[config.mk]
export PLATFORM = sky130hd
export DESIGN_NAME = pmc_top
export DESIGN_NICKNAME = d
export VERILOG_FILES = /design/src/logic/pmc_pkg.sv /design/src/logic/pmc_top.sv /design/src/logic/pmc_clk_div.sv
export SDC_FILE = /design/constraint.sdc
export NUM_CORES = 1
export LEC_CHECK = 0
export CAP_MARGIN = 20
export CORE_ASPECT_RATIO = 0.8
export CORE_MARGIN = 2
export CORE_UTILIZATION = 44
export CTS_BUF_LIST = sky130_fd_sc_hd__clkbuf_2
export DETAILED_ROUTE_END_ITERATION = 6
export DONT_BUFFER_PORTS = 1
export GPL_ROUTABILITY_DRIVEN = 1
export SLEW_MARGIN = 5
export SYNTH_ARGS = -nofsm -noshare
export SYNTH_HDL_FRONTEND = slang
export SYNTH_SLANG_ARGS = --single-unit
[constraint.sdc]
create_clock -name clk -period 1.59 [get_ports clk]
set_input_delay 0.159 -clock clk [delete_from_list [all_inputs] [get_ports clk]]
set_output_delay 0.159 -clock clk [all_outputs]
set_load 0.02 [all_outputs]
[src/logic/pmc_pkg.sv]
package pmc_pkg;
	// register map (word index on the plain register port)
	localparam logic [3:0] PMC_ADDR_PWR_CTRL   = 4'h0;
	localparam logic [3:0] PMC_ADDR_PMU_CFG    = 4'h1;
	localparam logic [3:0] PMC_ADDR_CLK_SEL    = 4'h2;
	localparam logic [3:0] PMC_ADDR_PERIPH_EN  = 4'h3;
	localparam logic [3:0] PMC_ADDR_STATUS     = 4'h4;
	localparam logic [3:0] PMC_ADDR_WAKE_FLAGS = 4'h5;
	// power control register fields
	localparam int PMC_BIT_IDLE    = 0;
	localparam int PMC_BIT_STOP    = 1;
	// power management config register fields
	localparam int PMC_BIT_SUSPEND = 0;
	localparam int PMC_BIT_SLEEP   = 1;
	// clock select register fields
	localparam int PMC_DIV_LSB     = 0;
	localparam int PMC_SRC_LSB     = 4;
	// clock sources
	localparam logic [1:0] PMC_SRC_LPOSC = 2'h0;
	localparam logic [1:0] PMC_SRC_HFOSC = 2'h1;
	localparam logic [1:0] PMC_SRC_LFOSC = 2'h2;
	localparam logic [1:0] PMC_SRC_EXT   = 2'h3;
	// reset values, peripheral count and divider width
	localparam logic [2:0] PMC_DIV_RST   = 3'h3;
	localparam logic [1:0] PMC_SRC_RST   = PMC_SRC_LPOSC;
	localparam int PMC_NPERIPH           = 8;
	localparam int PMC_DIV_W             = 7;
	// wake flag positions
	localparam int PMC_WK_RTC_ALARM = 0;
	localparam int PMC_WK_RTC_FAIL  = 1;
	localparam int PMC_WK_CAPSENSE  = 2;
	localparam int PMC_WK_PORTMATCH = 3;
	localparam int PMC_WK_CMP0_RISE = 4;
	localparam int PMC_WK_IRQ       = 5;
	localparam int PMC_NWAKE        = 6;

	typedef enum logic [2:0] {
		PMC_NORMAL,
		PMC_IDLE,
		PMC_SUSPEND,
		PMC_STOP,
		PMC_SLEEP
	} pmc_mode_e;

	typedef struct packed {
		logic       rtc_alarm;
		logic       rtc_fail;
		logic       capsense_irq;
		logic       port_match;
		logic       cmp0_out;
		logic       any_irq;
	} pmc_wake_s;

	typedef struct packed {
		logic                     core_clk_en;
		logic [PMC_NPERIPH-1:0]   periph_clk_en;
		logic                     hfosc_en;
		logic                     lposc_en;
		logic                     main_pwr_en;
		logic                     pin_retain;
	} pmc_power_s;
endpackage

[src/logic/pmc_top.sv]
// Implementation choices: the plain strobed port and the register addresses.
`timescale 1ns/1ps
// Summary of operation
// - normal mode: core and enabled peripherals clocked and working
// - idle bit halts core, peripherals stay clocked, any interrupt wakes
// - suspend bit in power config register enters suspend
// - suspend halts core and peripherals, stops oscillators; five wake sources
// - stop bit powers down nets, pins hold, only reset exits
// - software disables analog first; sleep bit powers down most nets
// - sleep keeps pins, ram, registers; rtc, port match, comparator wake
// - after reset clock runs from low-power oscillator divided by 8
// - divider offers ratios 1 to 128 in powers of two
// - unused digital peripherals have their clocks gated off
module pmc_top
	import pmc_pkg::*;
#(
	parameter int NPERIPH = PMC_NPERIPH
) (
	input  wire logic              clk,
	input  wire logic              sys_rst,
	input  wire logic [3:0]        reg_addr,
	input  wire logic [7:0]        reg_wdata,
	input  wire logic              reg_wr,
	input  wire logic              reg_rd,
	output logic [7:0]             reg_rdata,
	input  wire pmc_pkg::pmc_wake_s wake_in,
	output pmc_pkg::pmc_power_s    power_out,
	output logic [1:0]             clk_src_sel,
	output logic                   system_clock_tick,
	output logic                   mode_suspend_active,
	output logic                   mode_stop_active,
	output logic                   mode_sleep_active
);
	import pmc_pkg::*;

	pmc_mode_e              mode_ff;
	pmc_mode_e              nxt_mode;
	logic                   idle_req_ff;
	logic                   stop_req_ff;
	logic                   suspend_req_ff;
	logic                   sleep_req_ff;
	logic [2:0]             div_sel_ff;
	logic [1:0]             src_sel_ff;
	logic [NPERIPH-1:0]     periph_en_ff;
	logic [PMC_NWAKE-1:0]   wake_flags_ff;
	logic [PMC_NWAKE-1:0]   wake_meta_ff;
	logic [PMC_NWAKE-1:0]   wake_sync_ff;
	logic                   cmp0_prev_ff;
	logic                   cmp0_rise;
	logic                   wake_idle;
	logic                   wake_susp;
	logic                   wake_sleep;
	logic                   wake_now;
	logic                   wr_pwr;
	logic                   wr_cfg;
	logic                   core_run;
	logic [7:0]             nxt_rdata;

	// wake pins come from other domains: two-stage synchroniser
	always_ff @(posedge clk) begin
		if (sys_rst) begin
			wake_meta_ff <= '0;
			wake_sync_ff <= '0;
		end else begin
			wake_meta_ff <= wake_in;
			wake_sync_ff <= wake_meta_ff;
		end
	end

	always_ff @(posedge clk) begin
		if (sys_rst) begin
			cmp0_prev_ff <= 1'b0;
		end else begin
			cmp0_prev_ff <= wake_sync_ff[PMC_NWAKE-1-PMC_WK_CMP0_RISE];
		end
	end

	// struct order puts rtc_alarm in the top bit, so reindex
	logic s_alarm;
	logic s_fail;
	logic s_cs;
	logic s_pm;
	logic s_irq;
	assign s_alarm   = wake_sync_ff[PMC_NWAKE-1-PMC_WK_RTC_ALARM];
	assign s_fail    = wake_sync_ff[PMC_NWAKE-1-PMC_WK_RTC_FAIL];
	assign s_cs      = wake_sync_ff[PMC_NWAKE-1-PMC_WK_CAPSENSE];
	assign s_pm      = wake_sync_ff[PMC_NWAKE-1-PMC_WK_PORTMATCH];
	assign s_irq     = wake_sync_ff[PMC_NWAKE-1-PMC_WK_IRQ];
	assign cmp0_rise = wake_sync_ff[PMC_NWAKE-1-PMC_WK_CMP0_RISE] & ~cmp0_prev_ff;

	assign wake_idle  = s_irq;
	assign wake_susp  = s_alarm | s_fail | s_cs | s_pm | cmp0_rise;
	assign wake_sleep = s_alarm | s_fail | s_pm | cmp0_rise;

	always_comb begin
		case (mode_ff)
			PMC_IDLE:    wake_now = wake_idle;
			PMC_SUSPEND: wake_now = wake_susp;
			PMC_SLEEP:   wake_now = wake_sleep;
			default:     wake_now = 1'b0;
		endcase
	end

	assign wr_pwr = reg_wr && (reg_addr == PMC_ADDR_PWR_CTRL);
	assign wr_cfg = reg_wr && (reg_addr == PMC_ADDR_PMU_CFG);

	// requests are taken only in normal mode; wake clears the idle, suspend and sleep requests
	always_ff @(posedge clk) begin
		if (sys_rst) begin
			idle_req_ff    <= 1'b0;
			stop_req_ff    <= 1'b0;
			suspend_req_ff <= 1'b0;
			sleep_req_ff   <= 1'b0;
		end else if (wake_now) begin
			idle_req_ff    <= 1'b0;
			suspend_req_ff <= 1'b0;
			sleep_req_ff   <= 1'b0;
		end else if (mode_ff == PMC_NORMAL) begin
			if (wr_pwr) begin
				idle_req_ff <= reg_wdata[PMC_BIT_IDLE];
				stop_req_ff <= reg_wdata[PMC_BIT_STOP];
			end
			if (wr_cfg) begin
				suspend_req_ff <= reg_wdata[PMC_BIT_SUSPEND];
				sleep_req_ff   <= reg_wdata[PMC_BIT_SLEEP];
			end
		end
	end

	// stop wins, then sleep, suspend, idle
	always_comb begin
		nxt_mode = mode_ff;
		case (mode_ff)
			PMC_NORMAL: begin
				if (stop_req_ff) begin
					nxt_mode = PMC_STOP;
				end else if (sleep_req_ff) begin
					nxt_mode = PMC_SLEEP;
				end else if (suspend_req_ff) begin
					nxt_mode = PMC_SUSPEND;
				end else if (idle_req_ff) begin
					nxt_mode = PMC_IDLE;
				end
			end
			PMC_IDLE, PMC_SUSPEND, PMC_SLEEP: begin
				if (wake_now) begin
					nxt_mode = PMC_NORMAL;
				end
			end
			PMC_STOP: nxt_mode = PMC_STOP;
			default:  nxt_mode = PMC_NORMAL;
		endcase
	end

	always_ff @(posedge clk) begin
		if (sys_rst) begin
			mode_ff <= PMC_NORMAL;
		end else begin
			mode_ff <= nxt_mode;
		end
	end

	// clock selection; held while core halted
	always_ff @(posedge clk) begin
		if (sys_rst) begin
			div_sel_ff <= PMC_DIV_RST;
			src_sel_ff <= PMC_SRC_RST;
		end else if (reg_wr && reg_addr == PMC_ADDR_CLK_SEL && mode_ff == PMC_NORMAL) begin
			div_sel_ff <= reg_wdata[PMC_DIV_LSB +: 3];
			src_sel_ff <= reg_wdata[PMC_SRC_LSB +: 2];
		end
	end

	always_ff @(posedge clk) begin
		if (sys_rst) begin
			periph_en_ff <= '0;
		end else if (reg_wr && reg_addr == PMC_ADDR_PERIPH_EN && mode_ff == PMC_NORMAL) begin
			periph_en_ff <= reg_wdata[NPERIPH-1:0];
		end
	end

	// sticky record of every wake cause since the flags were cleared; set beats clear
	logic [PMC_NWAKE-1:0] wake_cause;
	assign wake_cause = {mode_ff == PMC_IDLE && s_irq,
		wake_now && cmp0_rise, wake_now && s_pm,
		mode_ff == PMC_SUSPEND && s_cs, wake_now && s_fail,
		wake_now && s_alarm};
	logic [PMC_NWAKE-1:0] wake_clr;
	assign wake_clr = (reg_wr && reg_addr == PMC_ADDR_WAKE_FLAGS)
		? reg_wdata[PMC_NWAKE-1:0] : '0;

	always_ff @(posedge clk) begin
		if (sys_rst) begin
			wake_flags_ff <= '0;
		end else begin
			wake_flags_ff <= (wake_flags_ff & ~wake_clr) | wake_cause;
		end
	end

	always_comb begin
		case (reg_addr)
			PMC_ADDR_PWR_CTRL:   nxt_rdata = {6'h00, stop_req_ff, idle_req_ff};
			PMC_ADDR_PMU_CFG:    nxt_rdata = {6'h00, sleep_req_ff, suspend_req_ff};
			PMC_ADDR_CLK_SEL:    nxt_rdata = {2'h0, src_sel_ff, 1'b0, div_sel_ff};
			PMC_ADDR_PERIPH_EN:  nxt_rdata = 8'(periph_en_ff);
			PMC_ADDR_STATUS:     nxt_rdata = {5'h00, mode_ff};
			PMC_ADDR_WAKE_FLAGS: nxt_rdata = {2'h0, wake_flags_ff};
			default:             nxt_rdata = 8'h00;
		endcase
	end

	always_ff @(posedge clk) begin
		if (sys_rst) begin
			reg_rdata <= 8'h00;
		end else if (reg_rd) begin
			reg_rdata <= nxt_rdata;
		end else begin
			reg_rdata <= 8'h00;
		end
	end

	assign core_run = (mode_ff == PMC_NORMAL);

	pmc_clk_div #(
		.DIV_W (PMC_DIV_W)
	) u_div (
		.clk     (clk),
		.sys_rst (sys_rst),
		.run     (core_run || mode_ff == PMC_IDLE),
		.div_sel (div_sel_ff),
		.tick    (system_clock_tick)
	);

	// power and clock controls, all registered
	always_ff @(posedge clk) begin
		if (sys_rst) begin
			power_out.core_clk_en   <= 1'b1;
			power_out.periph_clk_en <= '0;
			power_out.hfosc_en      <= 1'b0;
			power_out.lposc_en      <= 1'b1;
			power_out.main_pwr_en   <= 1'b1;
			power_out.pin_retain    <= 1'b0;
			clk_src_sel             <= PMC_SRC_RST;
		end else begin
			power_out.core_clk_en <= (nxt_mode == PMC_NORMAL);
			case (nxt_mode)
				PMC_NORMAL, PMC_IDLE: begin
					power_out.periph_clk_en <= PMC_NPERIPH'(periph_en_ff);
				end
				default: power_out.periph_clk_en <= '0;
			endcase
			power_out.hfosc_en <= (src_sel_ff == PMC_SRC_HFOSC) &&
				(nxt_mode == PMC_NORMAL || nxt_mode == PMC_IDLE);
			power_out.lposc_en <= (src_sel_ff == PMC_SRC_LPOSC) &&
				(nxt_mode == PMC_NORMAL || nxt_mode == PMC_IDLE);
			power_out.main_pwr_en <= !(nxt_mode == PMC_STOP ||
				nxt_mode == PMC_SLEEP);
			power_out.pin_retain  <= (nxt_mode == PMC_STOP ||
				nxt_mode == PMC_SLEEP);
			clk_src_sel <= src_sel_ff;
		end
	end

	assign mode_suspend_active = (mode_ff == PMC_SUSPEND);
	assign mode_stop_active    = (mode_ff == PMC_STOP);
	assign mode_sleep_active   = (mode_ff == PMC_SLEEP);
endmodule

[src/logic/pmc_clk_div.sv]
`timescale 1ns/1ps
module pmc_clk_div #(
	parameter int DIV_W = 7
) (
	input  wire logic       clk,
	input  wire logic       sys_rst,
	input  wire logic       run,
	input  wire logic [2:0] div_sel,
	output logic            tick
);
	logic [DIV_W-1:0] cnt_ff;
	logic [DIV_W-1:0] mask;

	// ratio 2**div_sel: tick when the low div_sel bits all set
	assign mask = DIV_W'((8'h01 << div_sel) - 8'h01);

	always_ff @(posedge clk) begin
		if (sys_rst || !run) begin
			cnt_ff <= '0;
		end else begin
			cnt_ff <= cnt_ff + 1'b1;
		end
	end

	always_ff @(posedge clk) begin
		if (sys_rst || !run) begin
			tick <= 1'b0;
		end else begin
			tick <= ((cnt_ff & mask) == mask);
		end
	end
endmodule

Word level (Yosys, flattened, before mapping) --
Cells that the tools add are included. Widths: inputs -> output; s select.
Word-level totals: register bits 70, word-level logic and storage cells 96
Operators by class: add/subtract/negate cells 2, eq/ne operators 14, shift operators 1, multiplexer cells 9, bitwise logic cells 15, reductions and logical operators 33
Operators with widths (number):
- $pmux 8 s6 | 1
- $logic_and 1x1->1 | 15
- $mux 3 | 5
- $eq 3x2->1 const B | 3
- $pmux 3 s3 | 1
- $eq 4x2->1 const B | 2
- $eq 4x3->1 const B | 2
- $reduce_or 2->1 | 4
- $add 7x1->7 const B | 1
- $and 7x7->7 | 1
- $eq 7x7->1 | 1
- $shl 1x3->7 const A | 1
- $sub 7x1->7 const B | 1
- $and 6x6->6 | 1
- $eq 3x1->1 const B | 2
- $eq 3x3->1 const B | 2
- $logic_not 3->1 | 2
- $mux 6 | 1
- $not 6->6 | 1
- $or 1x1->1 | 6
- $or 6x6->6 | 1
- $eq 4x1->1 const B | 1
- $logic_not 4->1 | 1
- $logic_or 1x1->1 | 4
- 9 further kinds | 14

Longest topological paths before layout --
depth in word-level cells 11, gate-level depth with buffers 6

Cells and area by module --
A second synthesis with hierarchy kept.
Second synthesis, totals: cells, all modules 290, area, all modules 2787.7 sq um
Modules (own cells, without submodules):
- pmc_top | times used 1, cells an instance 251, area each 2441.1 sq um
- pmc_clk_div | times used 1, cells an instance 39, area each 346.6 sq um

Least setup slack after synthesis --
OpenSTA, ideal clock, no wires.
path type reg2reg, start register mode_ff[0], end register power_out[12] in the netlist's numbering, library setup time 0.127 ns, arrival time 1.428 ns, data required time 1.463 ns, setup slack 0.035 ns, cell stages (with the launch flop) 7, cell sequence dfxtp_1 > buf_2 > nor3b_2 > o211ai_1 > nand2_1 > buf_2 > o31ai_1
On the way: elaborated cells on any way between the ends 14, classes of those cells 4 x eq/ne; 7 x mux; 3 x reduce/logical
RTL lines:
- from (decl) | line pmc_top.sv:36 | pmc_mode_e mode_ff;
- from (signal assigned) | line pmc_top.sv:159 | mode_ff <= nxt_mode;
- $eq 3x3->1 *
- named net mode_sleep_active | line pmc_top.sv:32 | output logic mode_sleep_active
- $pmux 1 s3 | line pmc_top.sv:96 | case (mode_ff)
- $mux 3 | line pmc_top.sv:146 | if (wake_now) begin
- $pmux 3 s3 * | line pmc_top.sv:133 | case (mode_ff)
- $logic_not 3->1 * | line pmc_top.sv:245 | power_out.core_clk_en <= (nxt_mode == PMC_NORMAL);
- to (decl) | line pmc_top.sv:27 | output pmc_pkg::pmc_power_s power_out,
Mark *: on every way through the listed nets, which the timed path passes. The rest lies on a longest branch. A chain may end at the register's enable or synchronous reset.

Worst setup path in the final report --
start register mode_ff[1], end output port mode_suspend_active
On the way: word-level cells in the longest chain between the ends 1
RTL lines:
- $eq 3x2->1 | line pmc_top.sv:264 | assign mode_suspend_active = (mode_ff == PMC_SUSPEND);
- to (decl) | line pmc_top.sv:30 | output logic mode_suspend_active,
Every way passes these cells.

==> reports/metrics.yaml <==
global_route:
  grt_max_degree: 54
  grt_use_total_pct: 19.9
  grt_pass1_wl_mm: 10.4
  grt-ovfl-total: 0
  grt_pass1_vias: 2073
  antenna_found_initial: 0
synth:
  yosys.area.top_type: "dfxtp_1"
  synth_edf_count: 0
  synthTopCellsByArea: "dfxtp_1 51%, nand3_1 4.9%, nor2b_1 3.6%"
  syn_nets: 316
  syn_area_mm2: 0.00275
  synth-seq-area-share_pct: 50.9
  synth_async_sr_flop_share_pct: 0
  synth_seq_cells: 70
  yosys_most_used_dff: "dfxtp_1"
  yosysTopAreaCellShare_pct: 50.9
  yosysUniqueCellTypes: 47
  synth_common_cells: "70 x dfxtp_1, 27 x nand3_1, 25 x nand2_1"
  syn_inst: 293
  syn_area_per_cell_um2: 9.40
  yosys_warnings: 0
  yosysMostFrequentCell: "dfxtp_1"
pwr:
  p_leak_nw: 1.26
  ir_drop_mv: 0.599
  p_per_area_mw_per_mm2: 901
hold_path:
  min_path_type: "in -> reg"
  hold_path_depth: 4
  hold_path_startpoint: "reg_addr[3]"
floorplan:
  rows: 25
  core_mm2: 0.00597
  die_width_um: 92.5
  start_util_pct: 46.1
  fp.dieH_um: 74.8
  die_area_mm2: 0.00691
  ios: 49
timing:
  rsz0062_at_grt: "yes"
  worst_pin_slew_ps: 486
  skew_ps: 24.8
  finalHoldViolCount: 0
  finalSetupTns_ps: 0
  max_freq_mhz: 633
  period_share_pct: 99.4
  slew_violations: 0
  layout_min_cycle_time_ps: 1580
  setup_viol: 0
  slew-limit-headroom_pct: 67.2
detailed_routing:
  first_iter_violations: 115
  avgRoutedWirePerCell_um: 15.9
  dr.pass1.iters: 4
  antenna_left: 0
  dr_total_vias: 2251
  totalWireLength_mm: 6.59
  drc: 0
  viasPerCell: 5.42
cells_and_area:
  area_growth_pct: 20.6
  drive_gt1_share_pct: 17.7
  antenna_cells: 0
  nNetsFinal: 352
  final_core_util_pct: 55.6
clock_tree:
  clock_sinks: 70
  clk_pin_slew_worst_paths_ps: 210
  htreeDepth: 3
  cts_root_buf: "clkbuf_2"
  cts_tree: "built"
  clockBufferDepth: 2
  numCtsBuffers: 9
  clock_latency_ps: 520
setup_path:
  critPathCaptureType: "output port"
  r2r_setup_slack_ps: 70
  cp.arrival_ps: 1420
  r2r_start: "mode_ff[1]$_SDFF_PP0_"
  reg2regPathDepth: 6
  crit_start: "mode_ff[1]$_SDFF_PP0_"
  path_class: "reg -> out"
  critPathMaxFanout: 7
  cp.required_ps: 1430
  critPathLaunchType: "flip-flop"
placed_design:
  port_buffers: 0
  dp_hpwl_mm: 4.32
  place_congestion: 0.810
job:
  cap_violations: 0
status:
  outcome: "completed"
==> through the flow <==
stage / cells / instance area (um^2) / worst slack (ps) / total power [mW] / hold slack, ps
after floorplan: 293 / 2750 / 35.0 / 1.99 / 287
after global placement: 367 / 2860 / 27.2 / 2.01 / 234
after detailed placement: 367 / 2860 / -49.6 / 2.01 / 235
after CTS: 413 / 3280 / -14.9 / 3.02 / 6.31
after global routing: 415 / 3320 / -77.3 / 3.13 / 3.63
final: 415 / 3320 / 9.54 / 2.99 / 18.3
==> report_power, final <==
| group | leakage (nW) | internal (mW) | switching (mW) | total, mW |
|---|---|---|---|---|
| clock | 0.0624 | 0.228 | 0.699 | 0.927 |
| combinational | 0.631 | 0.118 | 0.126 | 0.245 |
| sequential | 0.570 | 1.79 | 0.0324 | 1.82 |
==> cells by family after synthesis <==
kind of cell    count (synthesis)  synth area share, %
flops                          70                 50.9
compound gates                 49                 11.7
mux                             9                 3.27
fa+ha+maj                       1                0.454
simple gates                  132                 27.6
buf+inv                        28                 4.82
xor+xnor                        4                 1.27
==> critical path, stage by stage, from the launching register on <==
cell	delay, ps
dfxtp_4	440
nor3b_2	200
buf_4	140
buf_4	130
==> layout by cell type (no fill, tap or decap), types with 3 or more instances in the layout <==
cell,netlist,routed
a211o_1,4,4
a21oi_1,19,19
and2_1,3,3
and3_1,4,4
buf_4,3,17
clkbuf_2,0,9
dfxtp_1,70,67
dfxtp_4,0,3
dlygate4sd3_1,0,21
inv_1,11,10
mux2i_1,9,9
nand2_1,25,22
nand2_2,0,3
nand3_1,27,27
nand3b_1,3,3
nor2_1,24,23
nor2b_1,16,16
nor3_1,4,4
nor4b_1,7,5
nor4b_2,2,4
o21ai_0,5,5
xor2_1,3,3
==> timing repair <==
action,4_1_cts,5_1_grt
hold buffers,22,0
endpoints found under the hold margin,70,0
pin swaps,1,1
setup endpoints to repair,17,30
setup buffers,8,2
resized for setup,9,9
==> sequential cells by signal (all words and copies together), names as in the netlist <==
name and flops:
reg_rdata 8, sleep_req_ff 1, suspend_req_ff 1, div_sel_ff 3, idle_req_ff 1, mode_ff 3
stop_req_ff 1, wake_flags_ff 6, power_out 13, u_div.tick 1, u_div.cnt_ff 7, clk_src_sel 2
wake_meta_ff 6, cmp0_prev_ff 1, periph_en_ff 8, wake_sync_ff 6, src_sel_ff 2
==> final timing paths <==
path | to
max reg2reg | wake_flags_ff[4]$_SDFF_PP0_
min | reg_rdata[2]$_SDFF_PP0_
min reg2reg | wake_sync_ff[0]$_SDFF_PP0_
max | mode_suspend_active
==> layer usage <==
layer / wire, um / track usage (%)
met1: 3200 / 27.9
met2: 2820 / 28.5
met3: 494 / 7.11
met4: 76 / 6.97
met5: 0 / 0
==> final cells by class <==
class                           instances  area [um^2]
Clock buffer                            9         45.0
Clock inverter                          7         57.6
Fill cell                             552         2650
Inverter                               11         41.3
Multi-Input combinational cell        195         1260
Sequential cell                        70         1410
Tap cell                               81          101
Timing Repair Buffer                   42          400
(Power assumes the default switching activity.)
